===== src/bsc_regs.svh =====
`ifndef BSC_REGS_SVH
`define BSC_REGS_SVH

// register byte addresses
`define BSC_ADDR_CTRL 8'h00
`define BSC_ADDR_OPND 8'h04
`define BSC_ADDR_OFFS 8'h08
`define BSC_ADDR_STAT 8'h0c
`define BSC_ADDR_PC 8'h10
`define BSC_ADDR_RSLT 8'h14

// control word fields
`define BSC_CTRL_OP_LSB 0
`define BSC_CTRL_OP_MSB 4
`define BSC_CTRL_LONG 8
`define BSC_CTRL_BIDX_LSB 16
`define BSC_CTRL_BIDX_MSB 18
`define BSC_CTRL_START 31

// operand word fields
`define BSC_OPND_RD_LSB 0
`define BSC_OPND_RD_MSB 7
`define BSC_OPND_RR_LSB 8
`define BSC_OPND_RR_MSB 15
`define BSC_OPND_IO_LSB 16
`define BSC_OPND_IO_MSB 23

// result word fields
`define BSC_RSLT_BUSY 0
`define BSC_RSLT_TAKEN 1
`define BSC_RSLT_CYC_LSB 8
`define BSC_RSLT_CYC_MSB 9

// status register bit positions
`define BSC_SR_C 0
`define BSC_SR_Z 1
`define BSC_SR_N 2
`define BSC_SR_V 3
`define BSC_SR_S 4
`define BSC_SR_H 5
`define BSC_SR_T 6
`define BSC_SR_I 7

// reset values
`define BSC_RST_STATUS_REGISTER 8'h00
`define BSC_RST_BYTE 8'h00

// cycle counts per outcome
`define BSC_CYC_PLAIN 2'h1
`define BSC_CYC_TAKEN 2'h2
`define BSC_CYC_SKIP1 2'h2
`define BSC_CYC_SKIP2 2'h3

`endif


===== src/bsc_pkg.sv =====
package bsc_pkg;

  typedef enum logic [4:0] {
    BSC_OP_NOP = 5'h00,
    BSC_OP_COMPARE_SKIP_EQUAL = 5'h01,
    BSC_OP_COMPARE_REGS = 5'h02,
    BSC_OP_COMPARE_REGS_CARRY = 5'h03,
    BSC_OP_COMPARE_IMMEDIATE = 5'h04,
    BSC_OP_SKIP_REG_BIT_CLEAR = 5'h05,
    BSC_OP_SKIP_REG_BIT_SET = 5'h06,
    BSC_OP_SKIP_IO_BIT_CLEAR = 5'h07,
    BSC_OP_SKIP_IO_BIT_SET = 5'h08,
    BSC_OP_BRANCH_FLAG_SET = 5'h09,
    BSC_OP_BRANCH_FLAG_CLEAR = 5'h0a,
    BSC_OP_BRANCH_CARRY_CLEAR = 5'h0b,
    BSC_OP_BRANCH_SAME_HIGHER = 5'h0c,
    BSC_OP_BRANCH_SIGNED_GE = 5'h0d,
    BSC_OP_BRANCH_SIGNED_LT = 5'h0e,
    BSC_OP_BRANCH_HALFCARRY_SET = 5'h0f,
    BSC_OP_BRANCH_HALFCARRY_CLEAR = 5'h10,
    BSC_OP_BRANCH_BITSTORE_SET = 5'h11,
    BSC_OP_BRANCH_BITSTORE_CLEAR = 5'h12,
    BSC_OP_BRANCH_OVERFLOW_SET = 5'h13
  } bsc_op_type;

  // gray along idle -> exec -> extra -> last
  typedef enum logic [1:0] {
    BSC_ST_IDLE = 2'h0,
    BSC_ST_EXEC = 2'h1,
    BSC_ST_EXTRA = 2'h3,
    BSC_ST_LAST = 2'h2
  } bsc_state_type;

endpackage : bsc_pkg


===== src/bsc_unit.sv =====
// Design decisions made here: the register addresses and register access over APB.
`timescale 1ns/1ns
`include "bsc_regs.svh"
// What this block does
// - equal registers skip next instruction, 1/2/3 cycles
// - compares subtract, discard, set ZNVCH, 1 cycle
// - register bit clear skips, flags untouched
// - register bit set skips, flags untouched
// - io bit clear skips, flags untouched
// - io bit set skips, flags untouched
// - selected status bit set branches pc+k+1
// - selected status bit clear branches, 1/2 cycles
// - carry clear branches pc+k+1
// - same-or-higher equals carry clear branch
// - signed ge branches when N xor V zero
// - signed lt branches when N xor V one
// - half carry set branches
// - half carry clear branches
// - bit store flag set branches
// - bit store flag clear branches
// - overflow set branches
module bsc_unit
  import bsc_pkg::*;
#(
  parameter int PC_W = 16,
  parameter int OFFSET_W = 7
) (
  input wire logic CLK,
  input wire logic RST_N,
  input wire logic PSEL,
  input wire logic PENABLE,
  input wire logic PWRITE,
  input wire logic [7:0] PADDR,
  input wire logic [31:0] PWDATA,
  output logic [31:0] PRDATA,
  output logic PREADY,
  output logic PSLVERR
);

  // zero-width padding in sign extension and readback is illegal
  generate
    if (PC_W < 2 || PC_W > 31 || OFFSET_W < 2 || OFFSET_W >= PC_W) begin : g_bad_param
      $error("bsc_unit: PC_W must be 2..31 and OFFSET_W 2..PC_W-1");
    end
  endgenerate

  // apb access phase; one wait state so read data comes from a flop
  logic pready_reg;
  logic pslverr_reg;
  logic [31:0] prdata_reg;
  logic access;
  logic wr_en;
  assign access = PSEL & PENABLE & ~pready_reg;
  // a write lands at the edge where the master sees ready, not earlier
  assign wr_en = PSEL & PENABLE & PWRITE & pready_reg;

  logic hit_ctrl;
  logic hit_opnd;
  logic hit_offs;
  logic hit_stat;
  logic hit_pc;
  logic hit_rslt;
  logic hit_any;
  assign hit_ctrl = (PADDR == `BSC_ADDR_CTRL);
  assign hit_opnd = (PADDR == `BSC_ADDR_OPND);
  assign hit_offs = (PADDR == `BSC_ADDR_OFFS);
  assign hit_stat = (PADDR == `BSC_ADDR_STAT);
  assign hit_pc = (PADDR == `BSC_ADDR_PC);
  assign hit_rslt = (PADDR == `BSC_ADDR_RSLT);
  assign hit_any = hit_ctrl | hit_opnd | hit_offs | hit_stat | hit_pc | hit_rslt;

  // programming state
  bsc_op_type op_reg;
  logic long_reg;
  logic [2:0] bidx_reg;
  logic [7:0] rd_val_reg;
  logic [7:0] rr_val_reg;
  logic [7:0] io_val_reg;
  logic [OFFSET_W-1:0] offs_reg;
  logic [7:0] status_register_reg;
  logic [PC_W-1:0] pc_reg;
  bsc_state_type state_reg;
  bsc_state_type state_next;
  logic taken_reg;
  logic [1:0] cyc_reg;

  logic busy;
  logic start;
  logic exec;
  assign busy = (state_reg != BSC_ST_IDLE);
  // operands may not change under a running instruction
  assign start = wr_en & hit_ctrl & PWDATA[`BSC_CTRL_START] & ~busy;
  assign exec = (state_reg == BSC_ST_EXEC);

  // operation classes
  logic is_cmp;
  logic is_skip;
  assign is_cmp = (op_reg == BSC_OP_COMPARE_REGS) |
                  (op_reg == BSC_OP_COMPARE_REGS_CARRY) |
                  (op_reg == BSC_OP_COMPARE_IMMEDIATE);
  assign is_skip = (op_reg == BSC_OP_COMPARE_SKIP_EQUAL) |
                   (op_reg == BSC_OP_SKIP_REG_BIT_CLEAR) |
                   (op_reg == BSC_OP_SKIP_REG_BIT_SET) |
                   (op_reg == BSC_OP_SKIP_IO_BIT_CLEAR) |
                   (op_reg == BSC_OP_SKIP_IO_BIT_SET);

  // selected bits of register, io byte and status register
  logic reg_bit;
  logic io_bit;
  logic sr_bit;
  bsc_bit_pick #(.W(8)) u_reg_bit (
    .value(rr_val_reg),
    .idx(bidx_reg),
    .bit_out(reg_bit)
  );
  bsc_bit_pick #(.W(8)) u_io_bit (
    .value(io_val_reg),
    .idx(bidx_reg),
    .bit_out(io_bit)
  );
  bsc_bit_pick #(.W(8)) u_sr_bit (
    .value(status_register_reg),
    .idx(bidx_reg),
    .bit_out(sr_bit)
  );

  logic flag_c;
  logic flag_h;
  logic flag_t;
  logic flag_v;
  logic signed_lt;
  assign flag_c = status_register_reg[`BSC_SR_C];
  assign flag_h = status_register_reg[`BSC_SR_H];
  assign flag_t = status_register_reg[`BSC_SR_T];
  assign flag_v = status_register_reg[`BSC_SR_V];
  assign signed_lt = status_register_reg[`BSC_SR_N] ^ status_register_reg[`BSC_SR_V];

  // condition for skip or branch
  logic cond;
  always_comb begin
    case (op_reg)
      BSC_OP_COMPARE_SKIP_EQUAL: cond = (rd_val_reg == rr_val_reg);
      BSC_OP_SKIP_REG_BIT_CLEAR: cond = ~reg_bit;
      BSC_OP_SKIP_REG_BIT_SET: cond = reg_bit;
      BSC_OP_SKIP_IO_BIT_CLEAR: cond = ~io_bit;
      BSC_OP_SKIP_IO_BIT_SET: cond = io_bit;
      BSC_OP_BRANCH_FLAG_SET: cond = sr_bit;
      BSC_OP_BRANCH_FLAG_CLEAR: cond = ~sr_bit;
      BSC_OP_BRANCH_CARRY_CLEAR: cond = ~flag_c;
      BSC_OP_BRANCH_SAME_HIGHER: cond = ~flag_c;
      BSC_OP_BRANCH_SIGNED_GE: cond = ~signed_lt;
      BSC_OP_BRANCH_SIGNED_LT: cond = signed_lt;
      BSC_OP_BRANCH_HALFCARRY_SET: cond = flag_h;
      BSC_OP_BRANCH_HALFCARRY_CLEAR: cond = ~flag_h;
      BSC_OP_BRANCH_BITSTORE_SET: cond = flag_t;
      BSC_OP_BRANCH_BITSTORE_CLEAR: cond = ~flag_t;
      BSC_OP_BRANCH_OVERFLOW_SET: cond = flag_v;
      default: cond = 1'b0;
    endcase
  end

  logic is_branch_op;
  logic taken;
  assign is_branch_op = ~is_cmp & ~is_skip & (op_reg != BSC_OP_NOP);
  // compares, nop and unknown codes never redirect the pc
  assign taken = (is_skip | is_branch_op) & cond;

  // compare flags
  logic cmp_c;
  logic cmp_z;
  logic cmp_n;
  logic cmp_v;
  logic cmp_h;
  bsc_compare u_compare (
    .a(rd_val_reg),
    .b(rr_val_reg),
    .use_carry(op_reg == BSC_OP_COMPARE_REGS_CARRY),
    .c_in(flag_c),
    .z_in(status_register_reg[`BSC_SR_Z]),
    .c_out(cmp_c),
    .z_out(cmp_z),
    .n_out(cmp_n),
    .v_out(cmp_v),
    .h_out(cmp_h)
  );

  // result discarded; S, T and I are kept as they were
  logic [7:0] status_register_cmp;
  always_comb begin
    status_register_cmp = status_register_reg;
    status_register_cmp[`BSC_SR_C] = cmp_c;
    status_register_cmp[`BSC_SR_Z] = cmp_z;
    status_register_cmp[`BSC_SR_N] = cmp_n;
    status_register_cmp[`BSC_SR_V] = cmp_v;
    status_register_cmp[`BSC_SR_H] = cmp_h;
  end

  // program counter candidates
  logic [PC_W-1:0] offs_ext;
  logic [PC_W-1:0] pc_plain;
  logic [PC_W-1:0] pc_skip;
  logic [PC_W-1:0] pc_branch;
  assign offs_ext = {{(PC_W-OFFSET_W){offs_reg[OFFSET_W-1]}}, offs_reg};
  assign pc_plain = pc_reg + {{(PC_W-1){1'b0}}, 1'b1};
  assign pc_skip = pc_reg + (long_reg ? PC_W'(3) : PC_W'(2));
  assign pc_branch = pc_reg + offs_ext + {{(PC_W-1){1'b0}}, 1'b1};

  logic [PC_W-1:0] pc_exec;
  logic [1:0] cyc_exec;
  logic [7:0] status_register_exec;
  // not taken: one word on, as for any single-cycle instruction
  assign pc_exec = !taken ? pc_plain : (is_skip ? pc_skip : pc_branch);
  assign status_register_exec = is_cmp ? status_register_cmp : status_register_reg;
  assign cyc_exec = !taken ? `BSC_CYC_PLAIN :
                    !is_skip ? `BSC_CYC_TAKEN :
                    long_reg ? `BSC_CYC_SKIP2 : `BSC_CYC_SKIP1;

  // extra cycles model the refetch after a taken branch or skip
  always_comb begin
    case (state_reg)
      BSC_ST_IDLE: state_next = start ? BSC_ST_EXEC : BSC_ST_IDLE;
      BSC_ST_EXEC: begin
        if (!taken) begin
          state_next = BSC_ST_IDLE;
        end else if (is_skip && long_reg) begin
          state_next = BSC_ST_EXTRA;
        end else begin
          state_next = BSC_ST_LAST;
        end
      end
      BSC_ST_EXTRA: state_next = BSC_ST_LAST;
      BSC_ST_LAST: state_next = BSC_ST_IDLE;
      default: state_next = BSC_ST_IDLE;
    endcase
  end

  always_ff @(posedge CLK or negedge RST_N) begin
    if (!RST_N) begin
      state_reg <= BSC_ST_IDLE;
    end else begin
      state_reg <= state_next;
    end
  end

  // instruction latch
  always_ff @(posedge CLK or negedge RST_N) begin
    if (!RST_N) begin
      op_reg <= BSC_OP_NOP;
      long_reg <= 1'b0;
      bidx_reg <= 3'h0;
    end else if (wr_en && hit_ctrl && !busy) begin
      op_reg <= bsc_op_type'(PWDATA[`BSC_CTRL_OP_MSB:`BSC_CTRL_OP_LSB]);
      long_reg <= PWDATA[`BSC_CTRL_LONG];
      bidx_reg <= PWDATA[`BSC_CTRL_BIDX_MSB:`BSC_CTRL_BIDX_LSB];
    end
  end

  always_ff @(posedge CLK or negedge RST_N) begin
    if (!RST_N) begin
      rd_val_reg <= `BSC_RST_BYTE;
      rr_val_reg <= `BSC_RST_BYTE;
      io_val_reg <= `BSC_RST_BYTE;
    end else if (wr_en && hit_opnd && !busy) begin
      rd_val_reg <= PWDATA[`BSC_OPND_RD_MSB:`BSC_OPND_RD_LSB];
      rr_val_reg <= PWDATA[`BSC_OPND_RR_MSB:`BSC_OPND_RR_LSB];
      io_val_reg <= PWDATA[`BSC_OPND_IO_MSB:`BSC_OPND_IO_LSB];
    end
  end

  always_ff @(posedge CLK or negedge RST_N) begin
    if (!RST_N) begin
      offs_reg <= '0;
    end else if (wr_en && hit_offs && !busy) begin
      offs_reg <= PWDATA[OFFSET_W-1:0];
    end
  end

  // status register and pc: software writes only while idle
  always_ff @(posedge CLK or negedge RST_N) begin
    if (!RST_N) begin
      status_register_reg <= `BSC_RST_STATUS_REGISTER;
    end else if (exec) begin
      status_register_reg <= status_register_exec;
    end else if (wr_en && hit_stat && !busy) begin
      status_register_reg <= PWDATA[7:0];
    end
  end

  always_ff @(posedge CLK or negedge RST_N) begin
    if (!RST_N) begin
      pc_reg <= '0;
    end else if (exec) begin
      pc_reg <= pc_exec;
    end else if (wr_en && hit_pc && !busy) begin
      pc_reg <= PWDATA[PC_W-1:0];
    end
  end

  always_ff @(posedge CLK or negedge RST_N) begin
    if (!RST_N) begin
      taken_reg <= 1'b0;
      cyc_reg <= 2'h0;
    end else if (exec) begin
      taken_reg <= taken;
      cyc_reg <= cyc_exec;
    end
  end

  // read data selection
  logic [31:0] rd_ctrl;
  logic [31:0] rd_opnd;
  logic [31:0] rd_rslt;
  logic [31:0] rd_mux;
  assign rd_ctrl = {13'h0000, bidx_reg, 7'h00, long_reg, 3'h0, op_reg};
  assign rd_opnd = {8'h00, io_val_reg, rr_val_reg, rd_val_reg};
  assign rd_rslt = {22'h000000, cyc_reg, 6'h00, taken_reg, busy};
  assign rd_mux = hit_ctrl ? rd_ctrl :
                  hit_opnd ? rd_opnd :
                  hit_offs ? {{(32-OFFSET_W){1'b0}}, offs_reg} :
                  hit_stat ? {24'h000000, status_register_reg} :
                  hit_pc ? {{(32-PC_W){1'b0}}, pc_reg} :
                  hit_rslt ? rd_rslt : 32'h00000000;

  // unmapped address answers with an error and zero data
  always_ff @(posedge CLK or negedge RST_N) begin
    if (!RST_N) begin
      pready_reg <= 1'b0;
      pslverr_reg <= 1'b0;
      prdata_reg <= 32'h00000000;
    end else begin
      pready_reg <= access;
      pslverr_reg <= access & ~hit_any;
      prdata_reg <= (access & ~PWRITE) ? rd_mux : 32'h00000000;
    end
  end

  assign PREADY = pready_reg;
  assign PSLVERR = pslverr_reg;
  assign PRDATA = prdata_reg;

endmodule : bsc_unit


===== src/bsc_bit_pick.sv =====
`timescale 1ns/1ns
module bsc_bit_pick #(
  parameter int W = 8
) (
  input wire logic [W-1:0] value,
  input wire logic [$clog2(W)-1:0] idx,
  output logic bit_out
);
  assign bit_out = value[idx];
endmodule : bsc_bit_pick


===== src/bsc_compare.sv =====
`timescale 1ns/1ns
module bsc_compare (
  input wire logic [7:0] a,
  input wire logic [7:0] b,
  input wire logic use_carry,
  input wire logic c_in,
  input wire logic z_in,
  output logic c_out,
  output logic z_out,
  output logic n_out,
  output logic v_out,
  output logic h_out
);
  logic [7:0] diff;
  logic zero;
  assign diff = a - b - {7'h00, use_carry & c_in};
  assign zero = (diff == 8'h00);
  // borrow out of bit 7 and bit 3
  assign c_out = (~a[7] & b[7]) | (b[7] & diff[7]) | (diff[7] & ~a[7]);
  assign h_out = (~a[3] & b[3]) | (b[3] & diff[3]) | (diff[3] & ~a[3]);
  assign v_out = (a[7] & ~b[7] & ~diff[7]) | (~a[7] & b[7] & diff[7]);
  assign n_out = diff[7];
  // carry form chains multi-byte compares: zero only if all bytes were zero
  assign z_out = use_carry ? (zero & z_in) : zero;
endmodule : bsc_compare


===== config.mk =====
export PLATFORM = sky130hd
export DESIGN_NAME = bsc_unit
export DESIGN_NICKNAME = d
export VERILOG_FILES = /design/src/bsc_pkg.sv /design/src/bsc_unit.sv /design/src/bsc_bit_pick.sv /design/src/bsc_compare.sv
export VERILOG_INCLUDE_DIRS = /design/src
export SDC_FILE = /design/constraint.sdc
export NUM_CORES = 1
export LEC_CHECK = 0
export ABC_AREA = 0
export BUFFER_PORTS_ARGS = -buffer_cell sky130_fd_sc_hd__buf_2
export CAP_MARGIN = 20
export CORE_UTILIZATION = 64
export DETAILED_ROUTE_END_ITERATION = 10
export PLACE_DENSITY_LB_ADDON = 0.15
export SYNTH_ARGS = -nofsm -noshare
export SYNTH_HDL_FRONTEND = slang
export SYNTH_SLANG_ARGS = --single-unit

===== constraint.sdc =====
create_clock -name CLK -period 6.6 [get_ports CLK]
set_clock_uncertainty 0.15 [all_clocks]
set_input_delay 0.66 -clock CLK [delete_from_list [all_inputs] [get_ports CLK]]
set_output_delay 0.66 -clock CLK [all_outputs]
set_load 0.1 [all_outputs]

==> flow_metrics.env, run 1 <==
export IMPL_status="finished clean"
export IMPL_drive_gt1_share_pct=18.9
export IMPL_crit_chain="or3_1, or3_1, fa_1, ha_1, nand2_1, a21boi_0, o21a_1, o21ai_0, mux2i_1, nor2_1, or4_1, a31oi_1"
export IMPL_dieArea_mm2=0.0108
export IMPL_root_buffer="clkbuf_8"
export IMPL_port_buffers=63
export IMPL_p_seq_share_pct=50.8
export IMPL_grt_max_degree=55
export IMPL_critPathMaxStageDelay_ps=530
export IMPL_synth_avg_cell_area_um2=9.13
export IMPL_grt_pass1_wl_mm=29.0
export IMPL_viasPerCell=6.51
export IMPL_detail_route_antenna_nets=0
export IMPL_cts_resized_gates=0
export IMPL_pwr_density_cell_mw_per_mm2=165
export IMPL_cp_startpoint="op_reg[3]"
export IMPL_ys_async_sr_fraction_pct=100
export IMPL_max_slew_margin_pct=36.6
export IMPL_min_period_ps=3910
export IMPL_cts_buffer_depth=2
export IMPL_holdBufCountCts=0
export IMPL_hpwl_mm=13.0
export IMPL_maxCapViolCount=0
export IMPL_synthTopCellsByArea="dfrtp_1, mux2_2, ha_1, mux2i_1, nand2_1"
export IMPL_grt_pass1_vias=5568
export IMPL_grt_overflow_total=0
export IMPL_synth_top_area_share_pct=35.5
export IMPL_fmax_mhz=256
export IMPL_cts_tree="done"
export IMPL_ys_seq_elements=94
export IMPL_ys_flop_type="dfrtp_1"
export IMPL_synth_edf_count=0
export IMPL_io_pins=79
export IMPL_clock_sinks=94
export IMPL_setup_violations=0
export IMPL_core_rowCount=36
export IMPL_p_clk_share_pct=37.4
export IMPL_intPower_mw=0.847
export IMPL_crit_type="reg -> reg"
export IMPL_rsz0062_at_grt="false"
export IMPL_wl_mm=17.8
export IMPL_critPathSlowestCell="or4_1"
export IMPL_dp_slack_ps=2650
export IMPL_path_common_cell="or3_1"
export IMPL_num_vias=5848
export IMPL_path_clk_slew_ps=90
export IMPL_met3_usage_pct=5.60
export IMPL_core_mm2=0.00991
export IMPL_fin_crit_sh_pct=59.3
export IMPL_crit_fanout=11
export IMPL_required_ps=6750
export IMPL_worst_pin_slew_ps=952
export IMPL_vdd_drop_max_uv=102
export IMPL_grt_usage_pct=34.3
export IMPL_dieHeight_um=104
export IMPL_drt_first_iter_violations=566
export IMPL_clock_latency_ps=380
export IMPL_diodes=0
export IMPL_gp_congestion=0.927
export IMPL_cts_inserted_buffers=9
export IMPL_yosysSeqAreaShare_pct=35.5
export IMPL_layout_setup_ws_ps=2690
export IMPL_wire_per_inst_um=19.8
export IMPL_yosysUniqueCellTypes=65
export IMPL_drc=0
export IMPL_die_w_um=104
export IMPL_largest_reg_flops=24
export IMPL_yosysWarnings=0
export IMPL_synth_cells=726
export IMPL_fin_hold_ws_ps=99.8
export IMPL_switching_share_pct=28.3
export IMPL_worst_r2r_path_depth=12
export IMPL_r2r_start="op_reg[3]"
export IMPL_antenna_found_initial=0
export IMPL_area_delta_synth_final_pct=8.00
export IMPL_htreeDepth=3
export IMPL_hold_viol_final=0
export IMPL_grt_busiest_layer="met2"
export IMPL_drt_first_pass_iters=7
export IMPL_grtUsageMet1_pct=46.6
export IMPL_r2r_slack_ps=2690
export IMPL_min_delay_path_class="in -> async"
export IMPL_yosys_area_top_type="dfrtp_1"
export IMPL_pwr_share_comb_pct=11.8
export IMPL_end_kind="flop"
export IMPL_p_switching_mw=0.334
export IMPL_r2r_end="status_register_reg[1]"
export IMPL_met2_usage_pct=53.8
export IMPL_initial_core_util_pct=66.9
export IMPL_postCtsSetupRepairBufs=0
export IMPL_synth_area_mm2=0.00663
export IMPL_worst_setup_path_start_kind="flop"
export IMPL_setup_tns_ps=0
export IMPL_finalNetCount=841
export IMPL_p_leak_nw=3.27
export IMPL_worst_endpoint_arrival_ps=4060
export IMPL_slew_violations=0
power groups by stage:
| stage | registers (mW) | logic [mW] | clock network [mW] |
|---|---|---|---|
| final | 0.600 | 0.139 | 0.441 |
| after global routing | 0.601 | 0.153 | 0.468 |
| after CTS | 0.599 | 0.138 | 0.444 |
| after detailed placement | 0.611 | 0.137 | 0 |
| after global placement | 0.610 | 0.132 | 0 |
| after floorplan | 0.607 | 0.0968 | 0 |
synth_stat cells, drive strengths merged (12+ instances only):
master and number:
a21oi 29, a22oi 12, a31oi 15, and3 15, buf 16, clkbuf 35
dfrtp 94, ha 32, inv 38, mux2 51, mux2i 25, nand2 64
nand3 27, nor2 55, nor3 14, o21ai 42, xnor2 14, xor2 13
cells in the final DEF, fill, tap and decap left out, types with 6 or more instances in the layout:
master,synthesis,routed
a211oi_1,8,8
a21o_1,6,6
a21oi_1,29,29
a22oi_1,12,12
a31oi_1,15,15
and2_1,7,7
and3_1,15,15
buf_2,4,62
clkbuf_8,0,9
conb_1,1,8
dfrtp_1,94,94
ha_1,32,32
inv_1,38,38
mux2_2,51,51
mux2i_1,25,25
nand2_1,64,64
nand2b_1,8,8
nand3_1,26,26
nor2_1,54,54
nor3_1,14,14
o211ai_1,8,8
o21ai_0,42,42
o31ai_1,8,7
or3_1,7,7
xnor2_1,14,14
xor2_1,13,13
worst max-delay path: cells and delay by family (launching register included):
kind / cells / cell delay [ps]
AO/OA/AOI/OAI: 4 / 660
multiplexers: 1 / 260
adder cells (fa/ha/maj): 2 / 720
AND/OR/NAND/NOR: 5 / 1530
flip-flops: 1 / 510
metrics by stage:
stage                     cells  utilization (%)  instance area (µm²)  power (mW)
after floorplan             733                -                 6660       0.704
after global placement      882             69.8                 6910       0.742
after detailed placement    882             69.8                 6910       0.748
after CTS                   898             72.1                 7140        1.18
after global routing        899             72.2                 7160        1.22
final                       899             72.2                 7160        1.18
worst max path at each step:
stage                                         to  cells after the start
final                     status_register_reg[1]                     12
after CTS                 status_register_reg[1]                     12
after global placement    status_register_reg[1]                     12
after detailed placement               pc_reg[8]                      8
after floorplan           status_register_reg[1]                     13
after global routing      status_register_reg[1]                     12
logic make-up (layout without fill, tap and decap cells):
| family | after synthesis | after routing | share of synthesized area (%) |
|---|---|---|---|
| muxes | 79 | 79 | 13.5 |
| adders and majority gates | 35 | 35 | 6.95 |
| buffers and inverters | 89 | 122 | 6.10 |
| and+or+nand+nor | 225 | 225 | 16.5 |
| other | 1 | 8 | 0.0566 |
| xor gates and xnor gates | 27 | 27 | 3.57 |
| DFF | 94 | 94 | 35.5 |
| AOI/OAI and AO/OA | 176 | 176 | 17.9 |
final cells by class:
class                           count  area, µm²
Clock inverter                      7        108
Tap cell                          133        166
Timing Repair Buffer               68        363
Clock buffer                        9        124
Multi-Input combinational cell    550       3900
Sequential cell                    94       2350
Inverter                           38        143
Fill cell                         771       2750
layer usage:
metal | share of wire (%) | wire, µm | vias to the layer above
met3 | 8.8 | 1550 | 46
met5 | 0 | 0 | -
met1 | 42 | 7430 | 2776
met4 | 3.4 | 602 | 0
met2 | 46 | 8170 | 335
li1 | - | - | 2691
(Power assumes the default switching activity.)
==> run 2, diff against run 1 <==
- ABC_AREA: 0 -> 1
- CORE_UTILIZATION: 64 -> 60
- clock period: 6.6 -> 3.7 ns (I/O delays scaled with it)
==> flow_metrics.env, run 2 <==
export IMPL_status="finished, violations left"
export IMPL_violations="hold timing"
export IMPL_dieHeight_um=109
export IMPL_synth_top_area_share_pct=34.0
export IMPL_min_period_ps=3210
export IMPL_synthTopCellsByCount="nand2_1, inv_1, nor2_1"
export IMPL_worst_setup_path_start_kind="flop"
export IMPL_post_synth_top_count_cell="nand2_1"
export IMPL_end_kind="flop"
export IMPL_path_delay_family="simple AND/OR/NAND/NOR gates"
export IMPL_diodes=0
export IMPL_required_ps=3770
export IMPL_critPathMaxStageDelay_ps=440
export IMPL_core_rowCount=38
export IMPL_layout_commonest_cell="nand2_1"
export IMPL_port_buffers=63
export IMPL_antenna_found_initial=0
export IMPL_setup_violations=0
export IMPL_rsz0062_at_grt="false"
export IMPL_dp_cells=1190
export IMPL_layout_common_cells="nand2_1, inv_1, nor2_1"
export IMPL_clock_sinks=94
export IMPL_hpwl_mm=14.6
export IMPL_min_delay_path_class="in -> async"
export IMPL_wire_per_inst_um=16.0
export IMPL_yosysWarnings=0
export IMPL_gp_congestion=0.949
export IMPL_crit_fanout=6
export IMPL_drive_gt1_share_pct=9.94
export IMPL_clock_latency_ps=350
export IMPL_pwr_density_cell_mw_per_mm2=284
export IMPL_cp_startpoint="op_reg[2]"
export IMPL_hold_viol_final=7
export IMPL_worst_endpoint_arrival_ps=3280
export IMPL_cts_buffer_depth=2
export IMPL_slew_violations=0
export IMPL_layout_cells_non_filler=1206
export IMPL_yosysUniqueCellTypes=39
export IMPL_path_clk_slew_ps=60
export IMPL_ys_seq_elements=94
export IMPL_vdd_drop_max_uv=352
export IMPL_yosys_area_top_type="dfrtp_1"
export IMPL_cts_resized_gates=0
export IMPL_htreeDepth=3
export IMPL_finalNetCount=1141
export IMPL_synth_avg_cell_area_um2=6.85
export IMPL_setup_tns_ps=0
export IMPL_grt_pass1_wl_mm=31.4
export IMPL_dieArea_mm2=0.0120
export IMPL_detail_route_antenna_nets=0
export IMPL_synth_edf_count=0
export IMPL_fmax_mhz=311
export IMPL_dp_slack_ps=593
export IMPL_area_delta_synth_final_pct=9.97
export IMPL_grt_overflow_total=0
export IMPL_path_common_cell="nand2_1"
export IMPL_synth_area_mm2=0.00693
export IMPL_r2r_start="op_reg[2]"
export IMPL_largest_reg_flops=24
export IMPL_yosysSeqAreaShare_pct=34.0
export IMPL_die_w_um=109
export IMPL_grt_usage_pct=34.7
export IMPL_synth_cells=1011
export IMPL_drt_first_pass_iters=7
export IMPL_drc=0
export IMPL_maxCapViolCount=0
export IMPL_p_leak_nw=3.92
export IMPL_synthTopCellsByArea="dfrtp_1, nand2_1, inv_1, ha_1, o21ai_0"
export IMPL_cts_inserted_buffers=9
export IMPL_wl_mm=19.3
export IMPL_core_mm2=0.0110
export IMPL_cts_tree="done"
export IMPL_worst_pin_slew_ps=922
export IMPL_critPathBufInv=0
export IMPL_ys_async_sr_fraction_pct=100
export IMPL_critPathSlowestCell="dfrtp_1"
export IMPL_fillCellCount=994
export IMPL_crit_type="reg -> reg"
export IMPL_num_vias=6872
export IMPL_max_slew_margin_pct=38.6
export IMPL_root_buffer="clkbuf_16"
export IMPL_initial_core_util_pct=62.8
export IMPL_grt_max_degree=73
export IMPL_grt_pass1_vias=6227
export IMPL_fin_hold_ws_ps=-9.73
export IMPL_viasPerCell=5.70
export IMPL_drt_first_iter_violations=677
export IMPL_io_pins=79
export IMPL_holdBufCountCts=0
export IMPL_ys_flop_type="dfrtp_1"
export IMPL_layout_setup_ws_ps=489
export IMPL_crit_chain="nor2_1, nand2_1, nor3_1, nand2_1, fa_1, ha_1, nand2_1, nand2_1, nand4_1, nand3_1, xor2_1, nor2_1, o21ai_0, o21ai_0"
export IMPL_fin_crit_sh_pct=86.8
export IMPL_postCtsSetupRepairBufs=0
run 2: cell count changes in the layout (fill, tap and decap cells not counted), moves of 15 or more:
cell	before	now
a31oi_1	15	0
mux2i_1	25	1
o21ai_0	42	79
nand3_1	26	72
nand2_1	64	256
inv_1	38	138
nor2_1	54	100
nand4_1	4	26
mux2_2	51	0
a21oi_1	29	59
run 2: final timing paths:
| check | end | slack, ps | cells after the start |
|---|---|---|---|
| worst max-delay path | status_register_reg[2] | 490 | 14 |
| worst min-delay path | PSLVERR | -10 | 1 |
| worst max register to register | status_register_reg[2] | 490 | 14 |
| worst min register to register | PREADY | 320 | 1 |
| max in group asynchronous | PRDATA[23] | 2640 | 2 |
| min in group CLK | state_reg[0] | 120 | 3 |
run 2: cell families (layout without fill, tap and decap cells):
family,Yosys count,after routing,synth area share (%)
AO/OA/AOI/OAI,169,169,13.4
XOR/XNOR,37,37,4.68
adder cells (fa/ha/maj),35,35,6.65
buffers and inverters,185,233,11.0
flip-flops,94,94,34.0
multiplexers,1,1,0.145
other,1,8,0.0541
AND/OR/NAND/NOR,489,489,30.1
run 2: report_power, final:
| part | total (mW) | leakage (nW) | switching (mW) | internal, mW |
|---|---|---|---|---|
| logic | 0.156 | 2.56 | 0.120 | 0.0363 |
| registers | 1.04 | 1.21 | 0.00750 | 1.03 |
| clock network | 0.969 | 0.150 | 0.432 | 0.537 |
| total | 2.17 | 3.92 | 0.560 | 1.61 |
run 2: metrics by stage:
stage / total power [mW] / instance area, µm² / hold WS (ps) / utilization [%]
4_1_cts: 2.18 / 7620 / 38.5 / 69.0
5_1_grt: 2.24 / 7620 / 73.5 / 69.0
2_1_floorplan: 1.16 / 6950 / -75.6 / -
3_3_place_gp: 1.21 / 7310 / 304 / 66.3
6_report: 2.17 / 7620 / -9.73 / 69.0
3_5_place_dp: 1.22 / 7310 / 315 / 66.3
run 2: area by class of cell:
| type | instances | area, µm² | area share (%) |
|---|---|---|---|
| repair buffers | 76 | 415 | 5.45 |
| clock inverters | 6 | 76.3 | 1.00 |
| multi-input cells | 739 | 3840 | 50.4 |
| clock buffers | 10 | 229 | 3.01 |
| flip-flops and latches | 94 | 2350 | 30.9 |
| inverters | 141 | 529 | 6.95 |
| well taps | 140 | 175 | 2.30 |
run 2: worst register-to-register path, cell delays in order (launching register included):
cell	delay [ps]
dfrtp_1	440
nor2_1	270
nand2_1	120
nor3_1	280
nand2_1	130
fa_1	400
ha_1	300
nand2_1	50
nand2_1	120
nand4_1	90
nand3_1	90
xor2_1	320
nor2_1	80
o21ai_0	140
o21ai_0	90
run 2: per-layer routing:
metal  global-route usage, %  wire length [µm]  vias up
li1                        -                 -     3344
met1                    48.6              8500     3122
met4                    14.3               631        0
met5                       0                 0        -
met2                    53.8              8500      351
met3                    5.04              1700       55
==> run 3, diff against run 2 <==
- SYNTH_HIERARCHICAL: default -> 1
==> flow_metrics.env, run 3 <==
export IMPL_drt_first_iter_violations=768
export IMPL_pwr_share_comb_pct=7.4
export IMPL_pwr_density_cell_mw_per_mm2=259
export IMPL_layout_common_cells="nand2_1, inv_1, dfrtp_1"
export IMPL_clock_latency_ps=350
export IMPL_hold_viol_final=0
export IMPL_rsz0062_at_grt="false"
export IMPL_antenna_found_initial=0
export IMPL_crit_type="reg -> reg"
export IMPL_worst_r2r_path_depth=14
export IMPL_drive_gt1_share_pct=12.6
export IMPL_hpwl_mm=15.6
export IMPL_initial_core_util_pct=61.8
export IMPL_core_rowCount=40
export IMPL_fillCellCount=1120
export IMPL_path_clk_slew_ps=70
export IMPL_synth_edf_count=0
export IMPL_finalNetCount=1254
export IMPL_required_ps=3820
export IMPL_detail_route_antenna_nets=0
export IMPL_clock_sinks=94
export IMPL_wire_per_inst_um=15.4
export IMPL_diodes=0
export IMPL_port_buffers=63
export IMPL_status="finished clean"
export IMPL_htreeDepth=3
export IMPL_end_kind="flop"
export IMPL_grtUsageMet1_pct=47.7
export IMPL_yosys_area_top_type="dfrtp_1"
export IMPL_cts_tree="done"
export IMPL_synth_top_area_share_pct=31.7
export IMPL_p_total_mw=2.10
export IMPL_setup_tns_ps=0
export IMPL_drt_first_pass_iters=5
export IMPL_synthTopCellsByArea="dfrtp_1, nand2_1, inv_1, o21ai_0, ha_1"
export IMPL_num_vias=7382
export IMPL_synth_cells=1121
export IMPL_synth_avg_cell_area_um2=6.62
export IMPL_worst_endpoint_arrival_ps=3190
export IMPL_fin_crit_sh_pct=83.2
export IMPL_largest_reg_flops=24
export IMPL_io_pins=79
export IMPL_p_switching_mw=0.564
export IMPL_met3_usage_pct=6.11
export IMPL_yosysWarnings=6
export IMPL_ys_async_sr_fraction_pct=100
export IMPL_cts_inserted_buffers=9
export IMPL_max_slew_margin_pct=49.3
export IMPL_yosysSeqAreaShare_pct=31.7
export IMPL_p_clk_share_pct=43.2
export IMPL_drc=0
export IMPL_viasPerCell=5.57
export IMPL_grt_busiest_layer="met2"
export IMPL_dieHeight_um=113
export IMPL_worst_pin_slew_ps=757
export IMPL_dp_slack_ps=643
export IMPL_layout_commonest_cell="nand2_1"
export IMPL_wl_mm=20.4
export IMPL_layout_setup_ws_ps=623
export IMPL_gp_congestion=0.927
export IMPL_slew_violations=0
export IMPL_p_seq_share_pct=49.4
export IMPL_dieArea_mm2=0.0128
export IMPL_intPower_mw=1.54
export IMPL_setup_violations=0
export IMPL_maxCapViolCount=0
export IMPL_yosysUniqueCellTypes=44
export IMPL_die_w_um=113
export IMPL_min_period_ps=3080
export IMPL_p_leak_nw=4.42
export IMPL_area_delta_synth_final_pct=9.51
export IMPL_core_mm2=0.0120
export IMPL_ys_seq_elements=94
export IMPL_worst_setup_path_start_kind="flop"
export IMPL_min_delay_path_class="in -> reg"
export IMPL_synth_area_mm2=0.00742
export IMPL_grt_pass1_wl_mm=33.3
export IMPL_hold_depth=2
export IMPL_synthTopCellsByCount="nand2_1, inv_1, dfrtp_1"
export IMPL_ys_flop_type="dfrtp_1"
export IMPL_crit_fanout=7
export IMPL_switching_share_pct=26.8
export IMPL_cts_buffer_depth=2
export IMPL_root_buffer="clkbuf_16"
export IMPL_grt_usage_pct=33.4
export IMPL_cts_resized_gates=0
export IMPL_grt_max_degree=43
export IMPL_met2_usage_pct=51.3
export IMPL_grt_overflow_total=0
export IMPL_vdd_drop_max_uv=533
export IMPL_fmax_mhz=325
export IMPL_grt_pass1_vias=6630
export IMPL_post_synth_top_count_cell="nand2_1"
## run 3: cell types whose count changed in the layout (fill, tap and decap cells not counted), sizes merged, moves of 4 or more
cell	previous run	this run
o21ai	79	95
a31oi	0	4
nand3	74	83
nor2	104	83
nand2	256	344
a21oi	59	55
nor3	16	9
mux2	0	6
o211ai	10	4
inv	144	192
xor2	26	18
## run 3: cell families (layout without fill, tap and decap cells)
logic type      count (synthesis)  in the layout  synth area share [%]
flops                          94             94                  31.7
simple gates                  559            559                  33.4
compound gates                169            169                  12.1
mux                             6              6                 0.911
fa+ha+maj                      35             35                  6.21
other cells                     1              8                0.0505
xor+xnor                       26             26                  3.07
buf+inv                       231            282                  12.6
## run 3: area by class of cell
| type | instances | area, µm² | share of cell area, % |
|---|---|---|---|
| inverters | 190 | 713 | 8.78 |
| flip-flops and latches | 94 | 2350 | 28.9 |
| multi-input cells | 803 | 4160 | 51.2 |
| clock buffers | 9 | 225 | 2.77 |
| clock inverters | 7 | 68.8 | 0.847 |
| repair buffers | 76 | 418 | 5.14 |
| well taps | 147 | 184 | 2.26 |
## run 3: per-layer routing
metal  vias up  wire, µm
met5         -         0
met4         0       471
met3        36      1580
met2       325      8960
met1      3378      9410
li1       3643         -
## run 3: timing repair
item,4_1_cts,5_1_grt
buffers inserted,0,0
hold endpoints to repair,30,0
hold buffers,1,0
## run 3: power groups by stage
stage          Combinational (mW)  Clock, mW  Sequential (mW)
2_1_floorplan              0.0907          0             1.07
3_3_place_gp                0.153          0             1.06
3_5_place_dp                0.155          0             1.06
4_1_cts                     0.156      0.920             1.04
5_1_grt                     0.170      0.960             1.04
6_report                    0.156      0.908             1.04
## run 3: stage by stage
stage                     util [%]  hold WS [ps]  cells  area [µm²]
final                         67.6          94.5   1326        8130
after global routing          67.6          84.4   1326        8130
after CTS                     67.6          85.8   1326        8130
after floorplan                  -         -75.6   1128        7450
after global placement        65.1           172   1309        7820
after detailed placement      65.1           171   1309        7820
## run 3: final timing paths
path	end	slack [ps]	start
min reg2reg	PREADY	310	PREADY
max	status_register_reg[1]	620	op_reg[0]
max in group asynchronous	PRDATA[22]	2210	RST_N
min	io_val_reg[6]	90	PWDATA[22]
min in group asynchronous	pc_reg[2]	320	RST_N
max reg2reg	status_register_reg[1]	620	op_reg[0]
## run 3: critical path: stages (launching register included)
cell and delay (ps):
dfrtp_1 480, nand2_1 140, nor3_1 390, nand2_1 140
fa_1 540, inv_1 50, ha_1 160, or2_2 290
nand2_1 80, nand4_1 80, nand2_1 80, nand2_2 50
nor2_2 100, nand2_1 60, a31oi_1 190
